===== config.mk =====
export PLATFORM = sky130hd
export DESIGN_NAME = pmicps_ctrl
export DESIGN_NICKNAME = d
export VERILOG_FILES = /design/src/pmicps_pkg.sv /design/src/pmicps_ctrl.sv
export SDC_FILE = /design/constraint.sdc
export NUM_CORES = 1
export LEC_CHECK = 0
export ABC_AREA = 1
export BUFFER_PORTS_ARGS = -buffer_cell sky130_fd_sc_hd__buf_2
export CAP_MARGIN = 20
export CORE_UTILIZATION = 50
export DETAILED_ROUTE_END_ITERATION = 8
export GPL_ROUTABILITY_DRIVEN = 0
export PLACE_DENSITY = 0.73
export SYNTH_ARGS = -nofsm -noshare
export SYNTH_HDL_FRONTEND = slang
export SYNTH_SLANG_ARGS = --single-unit

===== constraint.sdc =====
create_clock -name clk -period 5 [get_ports clk]
set_input_delay 0.25 -clock clk [delete_from_list [all_inputs] [get_ports clk]]
set_output_delay 0.25 -clock clk [all_outputs]
set_load 0.02 [all_outputs]

===== src/pmicps_pkg.sv =====
package pmicps_pkg;

  ////////////////////////////////////////////////////////////////////////////
  // Register port geometry
  localparam int ADDR_W = 8;
  localparam int DATA_W = 32;
  localparam int NUM_REG = 3;
  localparam int NUM_FAULT = 4;

  ////////////////////////////////////////////////////////////////////////////
  // Register byte offsets
  localparam logic [7:0] OFS_CTRL = 8'h00;
  localparam logic [7:0] OFS_KEEP = 8'h04;
  localparam logic [7:0] OFS_P1_SLEEP = 8'h08;
  localparam logic [7:0] OFS_B2_SLEEP = 8'h0c;
  localparam logic [7:0] OFS_P3_SLEEP = 8'h10;
  localparam logic [7:0] OFS_STATUS = 8'h14;
  localparam logic [7:0] OFS_IRQ = 8'h18;
  localparam logic [7:0] OFS_MASK = 8'h1c;

  ////////////////////////////////////////////////////////////////////////////
  // Control register fields
  localparam int CTRL_BTN_POS = 0;
  localparam int CTRL_DBNC_POS = 1;
  localparam int CTRL_LONG_POS = 3;
  localparam int CTRL_RESTART_POS = 4;
  localparam int CTRL_STBYINV_POS = 5;
  localparam int CTRL_W = 6;

  // Status register fields
  localparam int STAT_SENSE_POS = 0;
  localparam int STAT_STATE_POS = 1;

  // Interrupt register fields
  localparam int IRQ_PON_POS = 0;
  localparam int IRQ_FAULT_POS = 1;

  ////////////////////////////////////////////////////////////////////////////
  // Reset values
  localparam logic [5:0] CTRL_RST = 6'h00;
  localparam logic [2:0] KEEP_RST = 3'h0;
  localparam logic [5:0] P1_SLEEP_RST = 6'h00;
  localparam logic [6:0] B2_SLEEP_RST = 7'h00;
  localparam logic [6:0] P3_SLEEP_RST = 7'h00;
  localparam logic [3:0] MASK_RST = 4'hf;

  ////////////////////////////////////////////////////////////////////////////
  // Timing: clock rates and times in microseconds
  localparam longint CLK_HZ = 250000000;
  localparam longint SLOW_HZ = 32768;
  localparam longint TICK_DIV = CLK_HZ / SLOW_HZ;
  localparam longint DBNC_SHORT_US = 31250;
  localparam longint DBNC_MID_US = 125000;
  localparam longint DBNC_LONG_US = 750000;
  localparam longint LONG_PRESS_US = 4000000;
  localparam longint DBNC_SHORT_TICKS = (DBNC_SHORT_US * SLOW_HZ + 999999) / 1000000;
  localparam longint DBNC_MID_TICKS = (DBNC_MID_US * SLOW_HZ + 999999) / 1000000;
  localparam longint DBNC_LONG_TICKS = (DBNC_LONG_US * SLOW_HZ + 999999) / 1000000;
  localparam longint LONG_PRESS_TICKS = (LONG_PRESS_US * SLOW_HZ + 999999) / 1000000;
  localparam int CNT_W = 18;
  localparam int DIV_W = 16;

  ////////////////////////////////////////////////////////////////////////////
  // Power states
  typedef enum logic [4:0] {
    ST_COIN = 5'b00001,
    ST_OFF = 5'b00010,
    ST_SLEEP = 5'b00100,
    ST_STBY = 5'b01000,
    ST_ON = 5'b10000
  } pmicps_state_t;

endpackage

===== src/pmicps_ctrl.sv =====
module pmicps_ctrl
  import pmicps_pkg::*;
#(
  parameter int TICK_DIVIDE = int'(pmicps_pkg::TICK_DIV),
  parameter int SHORT_TICKS = int'(pmicps_pkg::DBNC_SHORT_TICKS),
  parameter int MID_TICKS = int'(pmicps_pkg::DBNC_MID_TICKS),
  parameter int LONG_TICKS = int'(pmicps_pkg::DBNC_LONG_TICKS),
  parameter int PRESS_TICKS = int'(pmicps_pkg::LONG_PRESS_TICKS)
) (
  input wire logic clk,
  input wire logic rst_n,
  input wire logic [pmicps_pkg::ADDR_W-1:0] reg_addr,
  input wire logic [pmicps_pkg::DATA_W-1:0] reg_wdata,
  input wire logic reg_wr,
  input wire logic reg_rd,
  output logic [pmicps_pkg::DATA_W-1:0] reg_rdata,
  input wire logic power_on_input,
  input wire logic standby_input,
  input wire logic vin_above_uv,
  input wire logic thermal_shutdown,
  input wire logic [pmicps_pkg::NUM_FAULT-1:0] fault_event,
  output logic host_reset_output_n,
  output logic interrupt_output_n,
  output logic [pmicps_pkg::NUM_REG-1:0] reg_enable,
  output logic [pmicps_pkg::NUM_REG-1:0] reg_pfm,
  output logic sleep_setpoint_sel,
  output logic [5:0] pair_one_sleep_vsel,
  output logic [6:0] buck_two_sleep_vsel,
  output logic [6:0] buck_pair_three_sleep_vsel,
  output pmicps_pkg::pmicps_state_t power_state
);
  import pmicps_pkg::*;

  ////////////////////////////////////////////////////////////////////////////
  // 32 kHz tick divider
  logic [DIV_W-1:0] div_ff, nxt_div;
  logic tick_ff, nxt_tick;

  always_comb begin
    nxt_tick = 1'b0;
    if (div_ff == DIV_W'(TICK_DIVIDE - 1)) begin
      nxt_div = '0;
      nxt_tick = 1'b1;
    end else begin
      nxt_div = div_ff + DIV_W'(1);
    end
  end

  always_ff @(posedge clk or negedge rst_n) begin
    if (!rst_n) begin
      div_ff <= '0;
      tick_ff <= 1'b0;
    end else begin
      div_ff <= nxt_div;
      tick_ff <= nxt_tick;
    end
  end

  ////////////////////////////////////////////////////////////////////////////
  // Power-on input synchroniser and hold counter
  logic pon_s1_ff, pon_s2_ff, pon_prev_ff;
  logic [CNT_W-1:0] hold_ff, nxt_hold;
  logic pon_change;

  assign pon_change = pon_s2_ff != pon_prev_ff;

  always_comb begin
    nxt_hold = hold_ff;
    if (pon_change) begin
      nxt_hold = '0;
    end else if (tick_ff && hold_ff != CNT_W'(PRESS_TICKS)) begin
      nxt_hold = hold_ff + CNT_W'(1);
    end
  end

  always_ff @(posedge clk or negedge rst_n) begin
    if (!rst_n) begin
      pon_s1_ff <= 1'b0;
      pon_s2_ff <= 1'b0;
      pon_prev_ff <= 1'b0;
      hold_ff <= '0;
    end else begin
      pon_s1_ff <= power_on_input;
      pon_s2_ff <= pon_s1_ff;
      pon_prev_ff <= pon_s2_ff;
      hold_ff <= nxt_hold;
    end
  end

  ////////////////////////////////////////////////////////////////////////////
  // Register file
  logic [CTRL_W-1:0] ctrl_ff, nxt_ctrl;
  logic [NUM_REG-1:0] keep_ff, nxt_keep;
  logic [5:0] p1_sleep_ff, nxt_p1_sleep;
  logic [6:0] b2_sleep_ff, nxt_b2_sleep;
  logic [6:0] p3_sleep_ff, nxt_p3_sleep;
  logic [NUM_FAULT-1:0] mask_ff, nxt_mask;
  logic btn_mode, long_en, restart_en;
  logic [1:0] dbnc_sel;

  assign btn_mode = ctrl_ff[CTRL_BTN_POS];
  assign dbnc_sel = ctrl_ff[CTRL_DBNC_POS +: 2];
  assign long_en = ctrl_ff[CTRL_LONG_POS];
  assign restart_en = ctrl_ff[CTRL_RESTART_POS];

  always_comb begin
    nxt_ctrl = ctrl_ff;
    nxt_keep = keep_ff;
    nxt_p1_sleep = p1_sleep_ff;
    nxt_b2_sleep = b2_sleep_ff;
    nxt_p3_sleep = p3_sleep_ff;
    nxt_mask = mask_ff;
    if (reg_wr) begin
      unique case (reg_addr)
        OFS_CTRL: nxt_ctrl = reg_wdata[CTRL_W-1:0];
        OFS_KEEP: nxt_keep = reg_wdata[NUM_REG-1:0];
        OFS_P1_SLEEP: nxt_p1_sleep = reg_wdata[5:0];
        OFS_B2_SLEEP: nxt_b2_sleep = reg_wdata[6:0];
        OFS_P3_SLEEP: nxt_p3_sleep = reg_wdata[6:0];
        OFS_MASK: nxt_mask = reg_wdata[NUM_FAULT-1:0];
        default: nxt_ctrl = ctrl_ff;
      endcase
    end
  end

  // Coin-cell power-on reset returns every bit to its default
  always_ff @(posedge clk or negedge rst_n) begin
    if (!rst_n) begin
      ctrl_ff <= CTRL_RST;
      keep_ff <= KEEP_RST;
      p1_sleep_ff <= P1_SLEEP_RST;
      b2_sleep_ff <= B2_SLEEP_RST;
      p3_sleep_ff <= P3_SLEEP_RST;
      mask_ff <= MASK_RST;
    end else begin
      ctrl_ff <= nxt_ctrl;
      keep_ff <= nxt_keep;
      p1_sleep_ff <= nxt_p1_sleep;
      b2_sleep_ff <= nxt_b2_sleep;
      p3_sleep_ff <= nxt_p3_sleep;
      mask_ff <= nxt_mask;
    end
  end

  ////////////////////////////////////////////////////////////////////////////
  // Debounced events
  logic [CNT_W-1:0] fall_ticks;
  logic on_press, fall_evt, rise_evt, long_evt;

  always_comb begin
    unique case (dbnc_sel)
      2'b00: fall_ticks = CNT_W'(SHORT_TICKS);
      2'b01: fall_ticks = CNT_W'(SHORT_TICKS);
      2'b10: fall_ticks = CNT_W'(MID_TICKS);
      2'b11: fall_ticks = CNT_W'(LONG_TICKS);
    endcase
  end

  // Turn-on fires at the edge for select 00, else with the falling debounce
  assign on_press = (dbnc_sel == 2'b00) ? (pon_change && !pon_s2_ff) : fall_evt;
  assign fall_evt = tick_ff && !pon_change && !pon_s2_ff && hold_ff == fall_ticks - CNT_W'(1);
  assign rise_evt = tick_ff && !pon_change && pon_s2_ff
                    && hold_ff == CNT_W'(SHORT_TICKS - 1);
  assign long_evt = tick_ff && !pon_change && !pon_s2_ff
                    && hold_ff == CNT_W'(PRESS_TICKS - 1);

  ////////////////////////////////////////////////////////////////////////////
  // Power state machine
  pmicps_state_t state_ff, nxt_state;
  logic restart_ff, nxt_restart;
  logic turn_on, level_off, any_keep, stby_req;
  logic [NUM_REG-1:0] sleep_keep_ff, nxt_sleep_keep;
  logic [5:0] p1_hold_ff, nxt_p1_hold;
  logic [6:0] b2_hold_ff, nxt_b2_hold;
  logic [6:0] p3_hold_ff, nxt_p3_hold;

  assign any_keep = |keep_ff;
  assign stby_req = standby_input ^ ctrl_ff[CTRL_STBYINV_POS];
  assign level_off = !btn_mode && !pon_s2_ff;
  // Level mode covers the supply rising with the input already high
  assign turn_on = vin_above_uv && !thermal_shutdown
                   && (btn_mode ? (on_press || restart_ff) : (pon_s2_ff || restart_ff));

  always_comb begin
    nxt_state = state_ff;
    nxt_restart = restart_ff;
    if (!vin_above_uv) begin
      nxt_state = ST_COIN;
      nxt_restart = 1'b0;
    end else begin
      unique case (state_ff)
        ST_COIN: begin
          nxt_state = ST_OFF;
        end
        ST_OFF: begin
          if (turn_on) begin
            nxt_state = ST_ON;
            nxt_restart = 1'b0;
          end
        end
        ST_SLEEP: begin
          if (thermal_shutdown) begin
            nxt_state = ST_OFF;
          end else if (btn_mode && long_en && long_evt) begin
            nxt_state = ST_OFF;
            nxt_restart = restart_en;
          end else if (turn_on) begin
            nxt_state = ST_ON;
          end
        end
        ST_STBY, ST_ON: begin
          if (thermal_shutdown) begin
            nxt_state = ST_OFF;
          end else if (level_off) begin
            nxt_state = any_keep ? ST_SLEEP : ST_OFF;
          end else if (btn_mode && long_en && long_evt) begin
            nxt_state = any_keep ? ST_SLEEP : ST_OFF;
            nxt_restart = !any_keep && restart_en;
          end else if (state_ff == ST_ON && stby_req) begin
            nxt_state = ST_STBY;
          end else if (state_ff == ST_STBY && !stby_req) begin
            nxt_state = ST_ON;
          end
        end
      endcase
    end
  end

  // Sleep configuration captured on entry and frozen while asleep
  always_comb begin
    nxt_sleep_keep = sleep_keep_ff;
    nxt_p1_hold = p1_hold_ff;
    nxt_b2_hold = b2_hold_ff;
    nxt_p3_hold = p3_hold_ff;
    if (nxt_state == ST_SLEEP && state_ff != ST_SLEEP) begin
      nxt_sleep_keep = keep_ff;
      nxt_p1_hold = p1_sleep_ff;
      nxt_b2_hold = b2_sleep_ff;
      nxt_p3_hold = p3_sleep_ff;
    end
  end

  always_ff @(posedge clk or negedge rst_n) begin
    if (!rst_n) begin
      state_ff <= ST_COIN;
      restart_ff <= 1'b0;
      sleep_keep_ff <= KEEP_RST;
      p1_hold_ff <= P1_SLEEP_RST;
      b2_hold_ff <= B2_SLEEP_RST;
      p3_hold_ff <= P3_SLEEP_RST;
    end else begin
      state_ff <= nxt_state;
      restart_ff <= nxt_restart;
      sleep_keep_ff <= nxt_sleep_keep;
      p1_hold_ff <= nxt_p1_hold;
      b2_hold_ff <= nxt_b2_hold;
      p3_hold_ff <= nxt_p3_hold;
    end
  end

  ////////////////////////////////////////////////////////////////////////////
  // Interrupt flags
  logic pon_irq_ff, nxt_pon_irq;
  logic [NUM_FAULT-1:0] fault_ff, nxt_fault;
  logic irq_live, pon_set, clr_wr;

  assign irq_live = state_ff == ST_SLEEP || state_ff == ST_STBY || state_ff == ST_ON;
  assign clr_wr = reg_wr && reg_addr == OFS_IRQ;
  assign pon_set = btn_mode ? (fall_evt || rise_evt)
                   : (nxt_state == ST_ON && (state_ff == ST_OFF || state_ff == ST_SLEEP));

  always_comb begin
    nxt_pon_irq = pon_irq_ff;
    nxt_fault = fault_ff;
    if (clr_wr) begin
      nxt_pon_irq = pon_irq_ff & ~reg_wdata[IRQ_PON_POS];
      nxt_fault = fault_ff & ~reg_wdata[IRQ_FAULT_POS +: NUM_FAULT];
    end
    if (state_ff == ST_OFF) begin
      nxt_pon_irq = 1'b0;
    end
    if (pon_set && state_ff != ST_COIN) begin
      nxt_pon_irq = 1'b1;
    end
    if (irq_live) begin
      nxt_fault = nxt_fault | fault_event;
    end
  end

  always_ff @(posedge clk or negedge rst_n) begin
    if (!rst_n) begin
      pon_irq_ff <= 1'b0;
      fault_ff <= '0;
    end else begin
      pon_irq_ff <= nxt_pon_irq;
      fault_ff <= nxt_fault;
    end
  end

  ////////////////////////////////////////////////////////////////////////////
  // Outputs
  logic host_rst_n_ff, nxt_host_rst_n;
  logic irq_n_ff, nxt_irq_n;
  logic [NUM_REG-1:0] en_ff, nxt_en;
  logic [NUM_REG-1:0] pfm_ff, nxt_pfm;

  always_comb begin
    nxt_host_rst_n = nxt_state == ST_ON || nxt_state == ST_STBY;
    nxt_irq_n = !(irq_live && (pon_irq_ff || |(fault_ff & ~mask_ff)));
    nxt_en = '0;
    nxt_pfm = '0;
    unique case (nxt_state)
      ST_ON, ST_STBY: nxt_en = '1;
      ST_SLEEP: begin
        nxt_en = nxt_sleep_keep;
        nxt_pfm = nxt_sleep_keep;
      end
      ST_OFF, ST_COIN: nxt_en = '0;
    endcase
  end

  always_ff @(posedge clk or negedge rst_n) begin
    if (!rst_n) begin
      host_rst_n_ff <= 1'b0;
      irq_n_ff <= 1'b1;
      en_ff <= '0;
      pfm_ff <= '0;
    end else begin
      host_rst_n_ff <= nxt_host_rst_n;
      irq_n_ff <= nxt_irq_n;
      en_ff <= nxt_en;
      pfm_ff <= nxt_pfm;
    end
  end

  assign host_reset_output_n = host_rst_n_ff;
  assign interrupt_output_n = irq_n_ff;
  assign reg_enable = en_ff;
  assign reg_pfm = pfm_ff;
  assign sleep_setpoint_sel = state_ff == ST_SLEEP;
  assign pair_one_sleep_vsel = p1_hold_ff;
  assign buck_two_sleep_vsel = b2_hold_ff;
  assign buck_pair_three_sleep_vsel = p3_hold_ff;
  assign power_state = state_ff;

  ////////////////////////////////////////////////////////////////////////////
  // Read data, one cycle after the strobe
  logic [DATA_W-1:0] rdata_ff, nxt_rdata;

  always_comb begin
    nxt_rdata = '0;
    if (reg_rd) begin
      unique case (reg_addr)
        OFS_CTRL: nxt_rdata[CTRL_W-1:0] = ctrl_ff;
        OFS_KEEP: nxt_rdata[NUM_REG-1:0] = keep_ff;
        OFS_P1_SLEEP: nxt_rdata[5:0] = p1_sleep_ff;
        OFS_B2_SLEEP: nxt_rdata[6:0] = b2_sleep_ff;
        OFS_P3_SLEEP: nxt_rdata[6:0] = p3_sleep_ff;
        OFS_STATUS: begin
          nxt_rdata[STAT_SENSE_POS] = pon_s2_ff;
          nxt_rdata[STAT_STATE_POS +: 5] = state_ff;
        end
        OFS_IRQ: begin
          nxt_rdata[IRQ_PON_POS] = pon_irq_ff;
          nxt_rdata[IRQ_FAULT_POS +: NUM_FAULT] = fault_ff;
        end
        OFS_MASK: nxt_rdata[NUM_FAULT-1:0] = mask_ff;
        default: nxt_rdata = '0;
      endcase
    end
  end

  always_ff @(posedge clk or negedge rst_n) begin
    if (!rst_n) begin
      rdata_ff <= '0;
    end else begin
      rdata_ff <= nxt_rdata;
    end
  end

  assign reg_rdata = rdata_ff;

endmodule


# After elaboration in Yosys (flattened, before gate mapping)
# Cells that the tools add are included.
# op_classes
eq_ne	35
n_reduce_logical	53
bitwise_logic	8
add_sub_neg	3
muxes	41
magnitude_cmp	0
shift	0
div_mod_pow	0
mul	0
# ops
op	count
$pmux W18 S3	1
$mux W5	9
$mux W18	2
$eq A8 B5 Y1 const B	4
$pmux W3 S8	1
$logic_and A1 B1 Y1	21
$pmux W5 S4	1
$add A18 B1 Y18 const B	1
$eq A18 B10 Y1 const B	1
$eq A18 B17 Y1 const B	1
$eq A18 B18 Y1	1
$ne A18 B18 Y1 const B	1
$sub A18 B1 Y18 const B	1
$add A16 B1 Y16 const B	1
$eq A16 B13 Y1 const B	1
$eq A8 B4 Y1 const B	2
$mux W16	1
$ne A3 B3 Y1 const B	5
$mux W1	14
$reduce_and A2 Y1	6
$eq A5 B1 Y1 const B	2
$eq A5 B2 Y1 const B	2
$eq A5 B3 Y1 const B	2
$eq A5 B4 Y1 const B	2
34 further kinds	57
# totals
ram_bits	0
mem_bits_ro	0
mem_count	0
wordCells	165
inputBits	52
ff_bits	145
latchBits	0

# Logic depth before layout (Yosys ltp)
# Gate-level depths: netlist of the first run.
# logic_depth
ltp_word	20
mapped_depth	16
mapped_depth_nobuf	16

# Least setup slack after synthesis of the first run
# OpenSTA, ideal clock, no wires.
# synth_timing
path_kind	register to register
startpoint	reg pon_s2_ff
endpoint	reg p3_hold_ff[0] (netlist: buck_pair_three_sleep_vsel[0])
slack_ps	2919
path_buffers	1
t_required_ps	4883
setup_ps	117
path_stages_with_launch	15
t_arrival_ps	1964
cell_sequence	dfrtp_1 inv_1 ha_1 nand2_1 nor2_2 inv_2 nor2_1 nand3_4 nand3_2 nand2_2 nor2_4 nand3_4 buf_6 nand2_2 o21ai_2
# synth_via
elab_chain_len	16
elab_cells_between_ends	25
# synth_lines
element	line	source
start: declaration	pmicps_ctrl.sv:61	logic pon_s1_ff, pon_s2_ff, pon_prev_ff;
start signal: assignment	pmicps_ctrl.sv:84	pon_s2_ff <= pon_s1_ff;
$ne A1 B1 Y1	pmicps_ctrl.sv:65	assign pon_change = pon_s2_ff != pon_prev_ff;
$logic_not A1 Y1	pmicps_ctrl.sv:161, pmicps_ctrl.sv:164	
$logic_and A1 B1 Y1 (2 in a row)	pmicps_ctrl.sv:161, pmicps_ctrl.sv:164	
$logic_and A1 B1 Y1	pmicps_ctrl.sv:161	assign fall_evt = tick_ff && !pon_change && !pon_s2_ff && hold_ff == fall_ticks - CNT_W'(1);
$mux W1	pmicps_ctrl.sv:160	assign on_press = (dbnc_sel == 2'b00) ? (pon_change && !pon_s2_ff) : fall_evt;
$logic_or A1 B1 Y1	pmicps_ctrl.sv:182	&& (btn_mode ? (on_press || restart_ff) : (pon_s2_ff || restart_ff));
$mux W1	pmicps_ctrl.sv:182	
$logic_and A1 B1 Y1	pmicps_ctrl.sv:182	
$mux W5	pmicps_ctrl.sv:196, pmicps_ctrl.sv:207	
$mux W5	pmicps_ctrl.sv:204	end else if (btn_mode && long_en && long_evt) begin
$mux W5	pmicps_ctrl.sv:202	if (thermal_shutdown) begin
$pmux W5 S4 *	pmicps_ctrl.sv:191	unique case (state_ff)
$mux W5 *	pmicps_ctrl.sv:187	if (!vin_above_uv) begin
$eq A5 B3 Y1 *	pmicps_ctrl.sv:235	if (nxt_state == ST_SLEEP && state_ff != ST_SLEEP) begin
$logic_and A1 B1 Y1 *	pmicps_ctrl.sv:235	
end signal: assignment	pmicps_ctrl.sv:257	p3_hold_ff <= nxt_p3_hold;
end: declaration	pmicps_ctrl.sv:175	logic [6:0] p3_hold_ff, nxt_p3_hold;
# Mark *: on every way between the ends. The rest lies on a longest branch, timed or not.
# A chain may end at the register's enable or synchronous reset.

# Final worst setup path of the first run
# layout_timing
startpoint	reg pon_s2_ff
endpoint	reg en_ff[0] (netlist: reg_enable[0])
# layout_via
elab_chain_len	18
elab_cells_between_ends	33
# layout_lines
element	line	source
$ne A1 B1 Y1	pmicps_ctrl.sv:65	
$logic_not A1 Y1	pmicps_ctrl.sv:161, pmicps_ctrl.sv:164	
$logic_and A1 B1 Y1 (2 in a row)	pmicps_ctrl.sv:161, pmicps_ctrl.sv:164	
$logic_and A1 B1 Y1	pmicps_ctrl.sv:161	
$mux W1	pmicps_ctrl.sv:160	
$logic_or A1 B1 Y1	pmicps_ctrl.sv:182	
$mux W1	pmicps_ctrl.sv:182	
$logic_and A1 B1 Y1	pmicps_ctrl.sv:182	
[3 not listed]	-	
$pmux W5 S4 *	pmicps_ctrl.sv:191	
$mux W5 *	pmicps_ctrl.sv:187	
$eq A5 B3 Y1 *	pmicps_ctrl.sv:235	
$logic_and A1 B1 Y1 *	pmicps_ctrl.sv:235	
$mux W3 *	pmicps_ctrl.sv:235	
named net nxt_sleep_keep[0]	pmicps_ctrl.sv:172	logic [NUM_REG-1:0] sleep_keep_ff, nxt_sleep_keep;
$pmux W3 S3 *	pmicps_ctrl.sv:312	unique case (nxt_state)
named net nxt_en[0]	pmicps_ctrl.sv:304	logic [NUM_REG-1:0] en_ff, nxt_en;
end signal: assignment	pmicps_ctrl.sv:331	en_ff <= nxt_en;
end: declaration	pmicps_ctrl.sv:304	
# The timed path passes the listed nets; every way through them passes the cells marked *.

==> results_dict.tcl, run 1 <==
set metrics [dict create \
    syn_inst 749 \
    relSlewSlack_pct 48.6 \
    drv_cap 0 \
    drtIter0Drc 428 \
    dr.pass1.iters 6 \
    syn_area_per_cell_sq_um 8.28 \
    synth_top_area_cell "dfrtp_1" \
    cts_made_buffers 17 \
    finalNetCount 883 \
    antenna_found_initial 0 \
    power_mw 2.24 \
    fin_crit_sh_pct 64.0 \
    drc 0 \
    ys_seq_area_share_pct 48.5 \
    vias 5125 \
    hold_buffers 1 \
    antenna_cells 0 \
    seq_power_share_pct 45.3 \
    synth_edf_count 0 \
    cts-root-buf "clkbuf_16" \
    finalSetupViolations 0 \
    clk_pin_slew_ns 0.05 \
    cp.required_ns 5.28 \
    arrival_ns 3.48 \
    swShare_pct 23.5 \
    cts_resized 0 \
    path_max_fanout 43 \
    yosysWarnings 0 \
    routedWlPerCell_um 13.9 \
    synth.top_cells.by_count "152 x nand2_1, 114 x dfrtp_1, 111 x inv_1, 62 x nor2_1, 57 x o21ai_0" \
    finalWirelength_mm 13.9 \
    die_w_um 113 \
    clock_sinks 120 \
    vias_per_cell 5.10 \
    fmax_mhz 312 \
    clock_latency_ns 0.41 \
    multi_input_area_sq_mm 0.00257 \
    hold_viol 0 \
    n_fill_cell 1094 \
    cts_setup_buffers 0 \
    dp_hpwl_mm 10.0 \
    worstSetupEndpointType "flip-flop" \
    netlist_top_cells_area "dfrtp_1 46%, nand2_1 9.2%, inv_1 6.7%" \
    drive_above_1_share_pct 20.7 \
    p_leak_nw 3.59 \
    chipHeight_um 113 \
    tns_ns 0 \
    layout_min_cycle_time_ns 3.20 \
    finalMaxSlewViolations 0 \
    syn_to_final_growth_pct 15.4 \
    dieArea_sq_mm 0.0129 \
    htree_levels 4 \
    port_buffers 67 \
    power_density_mw_per_mm2 313 \
    netlist.area_leader.share_pct 46.0 \
    grt_max_degree 85 \
    crit_type "reg2reg" \
    status "finished, final reports clean" \
    placementRows 40 \
    p_int_mw 1.71 \
    async_flop_share_pct 100 \
    core_sq_mm 0.0121 \
    synth_most_common_cell "nand2_1" \
    pwr-share-clk_pct 48.8 \
    syn_area_sq_mm 0.00620 \
    cts_tree "done" \
    ys_types 45 \
    worstMarginPinSlew_ns 0.771 \
    skew_ns 0.00886 \
    ys_ff_latch 120 \
    rsz0062_at_grt "false" \
    switchingPower_mw 0.524 \
    track_usage_pct 23.4 \
    clock_path_buffers 2 \
    ir_drop_mv 0.220 \
    start_util_pct 51.4 \
    register_area_sq_mm 0.00301 \
    combinationalPowerShare_pct 5.9 \
    cp-start-kind "flip-flop" \
    grt_overflow 0 \
    num_io_pins 118 \
    grt_pass1_wl_mm 23.2 \
    synth_ff_type "dfrtp_1" \
    grt_pass1_vias 4737 \
    ant_nets 0 \
    hold_path_class "in2reg" \
]
[power groups by stage]
stage | clock, mW | combinational, mW | sequential [mW]
floorplan | 0 | 0.0856 | 1.03
global placement | 0 | 0.126 | 1.03
detailed placement | 0 | 0.128 | 1.03
CTS | 1.11 | 0.129 | 1.01
global route | 1.15 | 0.150 | 1.01
finish | 1.09 | 0.132 | 1.01
[path summary, 6_finish.rpt]
path / from / end / slack (ns) / depth (start not counted)
min in group asynchronous: rst_n / div_ff[0]$_DFF_PN0_ / 0.22 / 2
hold reg to reg: pon_s1_ff$_DFF_PN0_ / pon_s2_ff$_DFF_PN0_ / 0.35 / 0
max in group asynchronous: rst_n / mask_ff[3]$_DFFE_PN1P_ / 3.65 / 4
setup reg to reg: pon_s2_ff$_DFF_PN0_ / reg_enable[0]$_DFF_PN0_ / 1.80 / 15
hold / removal: fault_event[0] / fault_ff[0]$_DFF_PN0_ / 0.05 / 3
setup / recovery: pon_s2_ff$_DFF_PN0_ / reg_enable[0]$_DFF_PN0_ / 1.80 / 15
[per-stage QoR]
step                      util (%)  instances  hold slack (ns)  setup slack, ns  instance area, sq um
after floorplan                  -        773          -0.0456             2.92                  6290
after global placement        54.6        972            0.334             1.84                  6580
after detailed placement      54.6        972            0.338             1.77                  6580
after CTS                     59.0       1002           0.0288             1.77                  7120
after global routing          59.3       1004           0.0372             1.49                  7150
final                         59.3       1004           0.0480             1.80                  7150
[metal layers]
| layer | up-vias | global-route usage, % | share of wire (%) |
|---|---|---|---|
| met5 | - | 0 | 0 |
| met4 | 0 | 5.61 | 0.91 |
| met3 | 11 | 6.80 | 6.3 |
| met2 | 168 | 36.5 | 47 |
| met1 | 2420 | 32.2 | 46 |
| li1 | 2526 | - | - |
[flip-flops by register name, summed over array words and instances, names as in the netlist, 4 cells and up]
signal,cells
ctrl_ff,6
b2_sleep_ff,7
p1_sleep_ff,6
reg_rdata,7
buck_pair_three_sleep_vsel,7
buck_two_sleep_vsel,7
pair_one_sleep_vsel,6
fault_ff,4
power_state,5
p3_sleep_ff,7
div_ff,16
mask_ff,4
hold_ff,18
[worst max-delay path, cell delays in order, from the launching register on]
cell     delay (ns)
dfrtp_1        0.43
inv_1          0.11
ha_1           0.54
nand2_1        0.14
nor2_2         0.19
inv_2          0.05
nor2_1         0.17
nand3_4        0.12
nand3_2        0.08
nand2_2        0.06
nor2_4         0.15
nand3_4        0.57
nand2_2        0.23
nand2_2        0.08
nand3_2        0.08
nand2_1        0.06
[cell type report]
type,count,area share (%)
clock inverter,9,1.12
timing repair buffer,71,5.49
sequential,120,42.1
inverter,117,6.16
tap,168,2.94
clock buffer,20,6.24
multi-input combinational,499,36.0
[cell usage in the layout, fill, tap and decap left out, types with 12 or more instances in the layout]
cell type	n
nand2_2	30
o21ai_0	57
nand4_1	18
o22ai_1	12
conb_1	25
o21ai_2	20
dfrtp_1	114
inv_1	111
nor2_1	62
nand2_1	152
a21oi_1	19
clkbuf_16	17
nor3_1	14
nand3_1	28
buf_2	66
[logic make-up (layout without fill, tap and decap cells)]
logic type	count (synthesis)	count (layout)	synth area share [%]
buffers and inverters	154	217	11.4
adder cells (fa/ha/maj)	5	5	1.01
AO/OA/AOI/OAI	132	132	13.1
flip-flops	120	120	48.5
AND/OR/NAND/NOR	328	328	24.6
other	1	25	0.0605
XOR/XNOR	9	9	1.27
Note: power is estimated with default switching activity, not from simulation.
==> run 2, diff against run 1 <==
--- a/config.mk
+++ b/config.mk
@@ -5,7 +5,7 @@
 export SDC_FILE = /design/constraint.sdc
 export NUM_CORES = 1
 export LEC_CHECK = 0
-export ABC_AREA = 1
+export ABC_AREA = 0
 export BUFFER_PORTS_ARGS = -buffer_cell sky130_fd_sc_hd__buf_2
 export CAP_MARGIN = 20
 export CORE_UTILIZATION = 50
==> constraint.sdc (replaced) <==
create_clock -name clk -period 3.3 [get_ports clk]
set_input_delay 0.165 -clock clk [delete_from_list [all_inputs] [get_ports clk]]
set_output_delay 0.165 -clock clk [all_outputs]
set_load 0.02 [all_outputs]
==> run 2 against run 1 <==
Compared with the run above:
- the run now ends with design-rule violations left
- hold slack got worse by 0.038 ns
- final cell count shrank 24%
- final area decreased by 1.8%
- highest routed layer unchanged
- clock power increased by 70%
==> results_dict.tcl, run 2 <==
set metrics [dict create \
    status "finished with violations" \
    violations "design-rule violations" \
    met3_usage_pct 6.37 \
    finalWirelength_mm 12.8 \
    ys_ff_latch 120 \
    hp-start "fault_event[0]" \
    vias_per_cell 5.53 \
    holdPathStages 2 \
    worstMarginPinSlew_ns 0.827 \
    cts_made_buffers 17 \
    hold_viol 0 \
    htree_levels 4 \
    top_regs "hold_ff (18), div_ff (16)" \
    drv_cap 0 \
    core_sq_mm 0.0116 \
    worstSetupEndpointType "flip-flop" \
    ys_seq_area_share_pct 49.8 \
    start_util_pct 52.1 \
    p_leak_nw 3.48 \
    grt_util_met1_pct 28.9 \
    fin_crit_sh_pct 84.1 \
    die_w_um 112 \
    grtUsageMet2_pct 35.4 \
    layout_common_cells "114 x dfrtp_1, 66 x buf_2, 45 x nor2_1" \
    pre_cts_ws_ns 0.514 \
    synth_most_common_cell "dfrtp_1" \
    rsz0062_at_grt "false" \
    ant_nets 0 \
    cts-root-buf "clkbuf_16" \
    final_common_cell "dfrtp_1" \
    cpPeakStageDelay_ns 0.52 \
    r2r_cells 8 \
    crit_cells 8 \
    crit_slowest_cell "or4_1" \
    crit_start "pon_s2_ff$_DFF_PN0_" \
    layout.cells.non_filler 760 \
    dpl-instance-area_sq_mm 0.00637 \
    clock_sinks 120 \
    finalNetCount 661 \
    r2r_start "pon_s2_ff$_DFF_PN0_" \
    antenna_found_initial 0 \
    crit_type "reg2reg" \
    hold_path_class "in2reg" \
    cp-start-kind "flip-flop" \
    syn_to_final_growth_pct 16.2 \
    power_mw 3.60 \
    gr-max-usage-layer "met2" \
    fin_area_sq_mm 0.00703 \
    syn_inst 529 \
    skew_ns 0.0106 \
    netlist.area_leader.share_pct 47.2 \
    register_area_sq_mm 0.00301 \
    dp.cells 722 \
    grt_max_degree 65 \
    port_buffers 67 \
    cts_tree "done" \
    dp_hpwl_mm 8.87 \
    synth_top_area_cell "dfrtp_1" \
    layout_setup_ws_ns 0.524 \
    layout_min_cycle_time_ns 2.78 \
    fmax_mhz 360 \
    track_usage_pct 22.2 \
    dr.pass1.iters 6 \
    synth_ff_type "dfrtp_1" \
    drc 10 \
    clock_latency_ns 0.42 \
    cts_setup_buffers 0 \
    multi_input_area_sq_mm 0.00275 \
    routedWlPerCell_um 16.8 \
    synth_edf_count 0 \
    grt_overflow 0 \
    drtIter0Drc 276 \
    arrival_ns 3.07 \
    syn_area_per_cell_sq_um 11.4 \
    grt_pass1_wl_mm 21.4 \
    num_io_pins 118 \
    yosysWarnings 0 \
    async_flop_share_pct 100 \
    chipHeight_um 112 \
    grt_pass1_vias 4200 \
    largest-register "hold_ff" \
    path_cells "inv_1 -> ha_1 -> nand4b_1 -> nor4_2 -> a21oi_1 -> or4_1 -> buf_4 -> mux2_1" \
    antenna_cells 0 \
    netlist_top_cells_area "dfrtp_1 47%, mux2_1 5.8%, mux2_4 5.0%" \
    drive_above_1_share_pct 23.8 \
    n_fill_cell 963 \
    path_buf_inv 2 \
    finalMaxSlewViolations 0 \
    placementRows 39 \
    dieArea_sq_mm 0.0125 \
    vias 4202 \
    power_density_mw_per_mm2 513 \
    ir_drop_mv 0.414 \
    relSlewSlack_pct 44.9 \
    clk_pin_slew_ns 0.05 \
    syn_area_sq_mm 0.00605 \
    largest_register_ffs 18 \
    cp.required_ns 3.59 \
    ys_types 63 \
    tns_ns 0 \
    cp_top_family "simple AND/OR/NAND/NOR gates" \
    finalSetupViolations 0 \
    path_max_fanout 23 \
    clock_path_buffers 2 \
    synth.top_cells.by_count "114 x dfrtp_1, 45 x nor2_1, 31 x mux2_1, 28 x buf_4, 27 x nand2_1" \
]
==> run 2: cell count changes after synthesis, moves of 16 or more <==
cell     before  now
and2_1        0   16
nor2_1       62   45
inv_1       111   14
xnor2_1       2   18
mux2_4        0   20
nand2_1     152   27
nand2_2      30    0
o21ai_0      57    9
mux2_1        0   31
o21ai_2      20    0
==> run 2: final timing paths <==
check,end,slack (ns)
min reg2reg,pon_s2_ff$_DFF_PN0_,0.36
max reg2reg,buck_pair_three_sleep_vsel[1]$_DFFE_PN0P_,0.52
min in group asynchronous,reg_enable[2]$_DFF_PN0_,0.40
max,buck_pair_three_sleep_vsel[1]$_DFFE_PN0P_,0.52
min,fault_ff[0]$_DFF_PN0_,0.01
max in group asynchronous,mask_ff[1]$_DFFE_PN1P_,2.08
==> run 2: per-layer routing <==
layer,vias up,wire length (um)
li1,1977,-
met1,2091,5540
met2,117,6330
met3,17,744
met4,0,180
met5,-,0
==> run 2: timing repair <==
item / 4_1_cts / 5_1_grt
gates resized for setup: 0 / 0
endpoints found under the hold margin: 67 / 0
hold buffers: 6 / 0
==> run 2: per-stage QoR <==
stage	hold slack, ns	util, %
finish	0.00988	60.5
global route	0.00816	60.5
CTS	0.000500	60.5
detailed placement	0.280	54.9
global placement	0.278	54.9
floorplan	-0.131	-
==> run 2: kinds of logic (layout without fill, tap and decap cells) <==
| kind of cell | Yosys count | count (layout) | synth area share (%) |
|---|---|---|---|
| compound gates | 54 | 54 | 5.87 |
| xor+xnor | 33 | 33 | 4.78 |
| fa+ha+maj | 5 | 5 | 1.03 |
| buf+inv | 61 | 125 | 6.35 |
| flops | 120 | 120 | 49.8 |
| mux | 72 | 72 | 15.2 |
| other cells | 1 | 25 | 0.0620 |
| simple gates | 183 | 183 | 17.0 |
==> run 2: final cells by class <==
class | instances | area share, %
well taps | 143 | 2.55
clock inverters | 8 | 1.71
repair buffers | 77 | 6.27
clock buffers | 24 | 6.71
multi-input cells | 372 | 39.1
flip-flops and latches | 120 | 42.8
inverters | 16 | 0.855
==> run 2: power by group <==
part | switching [mW] | leakage [nW] | internal [mW]
Sequential | 0.0340 | 1.62 | 1.51
Combinational | 0.134 | 1.58 | 0.0784
Clock | 0.626 | 0.284 | 1.22
==> run 2: worst register-to-register path, stage by stage, from the launching register on <==
cell      delay [ns]
dfrtp_1         0.34
inv_1           0.05
ha_1            0.30
nand4b_1        0.16
nor4_2          0.46
a21oi_1         0.18
or4_1           0.52
buf_4           0.29
mux2_1          0.37
==> run 3, diff against run 2 <==
--- a/config.mk
+++ b/config.mk
@@ -5,13 +5,13 @@
 export SDC_FILE = /design/constraint.sdc
 export NUM_CORES = 1
 export LEC_CHECK = 0
-export ABC_AREA = 0
+export ABC_AREA = 1
 export BUFFER_PORTS_ARGS = -buffer_cell sky130_fd_sc_hd__buf_2
 export CAP_MARGIN = 20
 export CORE_UTILIZATION = 50
 export DETAILED_ROUTE_END_ITERATION = 8
 export GPL_ROUTABILITY_DRIVEN = 0
-export PLACE_DENSITY = 0.73
+export PLACE_DENSITY = 0.76
 export SYNTH_ARGS = -nofsm -noshare
 export SYNTH_HDL_FRONTEND = slang
 export SYNTH_SLANG_ARGS = --single-unit
==> constraint.sdc (replaced) <==
create_clock -name clk -period 2.3 [get_ports clk]
set_input_delay 0.115 -clock clk [delete_from_list [all_inputs] [get_ports clk]]
set_output_delay 0.115 -clock clk [all_outputs]
set_load 0.02 [all_outputs]
==> run 3 against run 2 <==
Compared with the run above:
- the flow now finishes without violations
- combinational power rose by 45%
- register-to-register slack got worse by 0.44 ns
- non-clock buffer count rose by 16
- wire length rose by 14%
- hold slack improved by 0.020 ns
- sequential share of layout area fell by 2.6 points
- final area rose by 6.5%
- sequential power rose by 43%
- clock skew fell by 0.0034 ns
==> results_dict.tcl, run 3 (synthesized netlist as in run 1, its figures left out) <==
set metrics [dict create \
    dpl-instance-area_sq_mm 0.00671 \
    die_w_um 113 \
    utilization_pct 62.0 \
    top_regs "hold_ff (18), div_ff (16)" \
    fin_hold_ws_ns 0.0302 \
    finalSetupViolations 0 \
    dp_hpwl_mm 10.0 \
    drtIter0Drc 529 \
    finalNetCount 906 \
    drc 0 \
    power_density_mw_per_mm2 670 \
    clock_latency_ns 0.42 \
    port_buffers 67 \
    pre_cts_ws_ns 0.0392 \
    finalWirelength_mm 14.5 \
    fin_area_sq_mm 0.00748 \
    grt_pass1_vias 4839 \
    antenna_found_initial 0 \
    clock_path_buffers 2 \
    hold_path_class "in2reg" \
    cts_made_buffers 17 \
    dr.pass1.iters 5 \
    cts-root-buf "clkbuf_16" \
    layout_min_cycle_time_ns 2.22 \
    cp.required_ns 2.60 \
    r2r_cells 15 \
    ir_drop_mv 0.460 \
    relSlewSlack_pct 53.5 \
    clk_pin_slew_ns 0.05 \
    path_max_fanout 7 \
    vias 5309 \
    placementRows 40 \
    core_sq_mm 0.0121 \
    skew_ns 0.00718 \
    finalMaxSlewViolations 0 \
    worstMarginPinSlew_ns 0.697 \
    clock_sinks 120 \
    fmax_mhz 451 \
    drv_cap 0 \
    largest_register_ffs 18 \
    antenna_cells 0 \
    hold_viol 0 \
    routedWlPerCell_um 14.1 \
    vias_per_cell 5.15 \
    final_common_cell "nand2_1" \
    holdPathStages 3 \
    largest-register "hold_ff" \
    ant_nets 0 \
    arrival_ns 2.52 \
    cts_tree "done" \
    p_leak_nw 3.72 \
    num_io_pins 118 \
    fin_crit_sh_pct 96.4 \
    worstSetupEndpointType "flip-flop" \
    grt_pass1_wl_mm 23.2 \
    dieArea_sq_mm 0.0129 \
    cp-start-kind "flip-flop" \
    drive_above_1_share_pct 22.7 \
    crit_type "reg2reg" \
    syn_to_final_growth_pct 20.7 \
    status "finished, final reports clean" \
    start_util_pct 51.4 \
    chipHeight_um 113 \
    layout_setup_ws_ns 0.0828 \
    grt_max_degree 57 \
    track_usage_pct 23.4 \
    htree_levels 4 \
    grt_overflow 0 \
    layout_common_cells "151 x nand2_1, 114 x dfrtp_1, 111 x inv_1" \
]
## run 3: cell types whose count changed in the layout (fill, tap and decap cells not counted), moves of 31 or more
cell and delta:
inv_1 +97, nand2_1 +124, o21ai_0 +48, mux2_1 -31
nand2_2 +31
## run 3: per-stage QoR
stage | power, mW | std cells | TNS (ns)
after floorplan | 2.42 | 773 | 0
after global placement | 2.52 | 983 | 0
after detailed placement | 2.52 | 983 | 0
after CTS | 5.03 | 1024 | 0
after global routing | 5.16 | 1030 | -0.537
final | 5.01 | 1030 | 0
## run 3: metal layers
metal  GRT usage, %  part of all wire (%)
met1           31.5                    45
met2           36.0                    46
met3           6.75                   8.0
met4           8.86                   1.5
met5              0                     0
## run 3: critical path, cell delays in order (launching register included)
cell	delay [ns]
dfrtp_1	0.37
inv_1	0.10
ha_4	0.28
nand2_2	0.06
nor2_4	0.12
inv_2	0.06
nor2_4	0.11
nand3_4	0.09
nand3_2	0.08
nand2_2	0.07
nor2_4	0.23
buf_12	0.15
nand3_4	0.11
buf_12	0.18
nand2_2	0.05
o21ai_2	0.05
## run 3: final cells by class
| class | instances | area (sq um) |
|---|---|---|
| clock inverters | 10 | 95.1 |
| inverters | 117 | 440 |
| flip-flops and latches | 120 | 3010 |
| clock buffers | 22 | 464 |
| multi-input cells | 500 | 2630 |
| well taps | 168 | 210 |
| repair buffers | 93 | 634 |
| fillers | 988 | 4580 |
## run 3: power breakdown
group          internal (mW)  total, mW  switching, mW
clock network           1.54       2.50          0.961
registers               2.16       2.20         0.0350
logic                 0.0869      0.308          0.221
total                   3.79       5.01           1.22
## run 3: timing repair
item                                    4_1_cts  5_1_grt
hold buffers                                  7        0
pin swaps                                     0        3
setup buffers                                 2        4
endpoints found under the hold margin        55        0
endpoints found under the setup margin       19       27
cloned                                        0        2
gates resized for setup                       0        8
## run 3: path summary, 6_finish.rpt
| kind | startpoint | to | slack (ns) |
|---|---|---|---|
| setup / recovery | pon_s2_ff$_DFF_PN0_ | buck_pair_three_sleep_vsel[0]$_DFFE_PN0P_ | 0.08 |
| hold / removal | reg_rd | reg_rdata[5]$_DFF_PN0_ | 0.03 |
| setup reg to reg | pon_s2_ff$_DFF_PN0_ | buck_pair_three_sleep_vsel[0]$_DFFE_PN0P_ | 0.08 |
| hold reg to reg | pon_s1_ff$_DFF_PN0_ | pon_s2_ff$_DFF_PN0_ | 0.35 |
| max in group asynchronous | rst_n | power_state[0]$_DFF_PN1_ | 1.30 |
| min in group asynchronous | rst_n | pair_one_sleep_vsel[1]$_DFFE_PN0P_ | 0.28 |
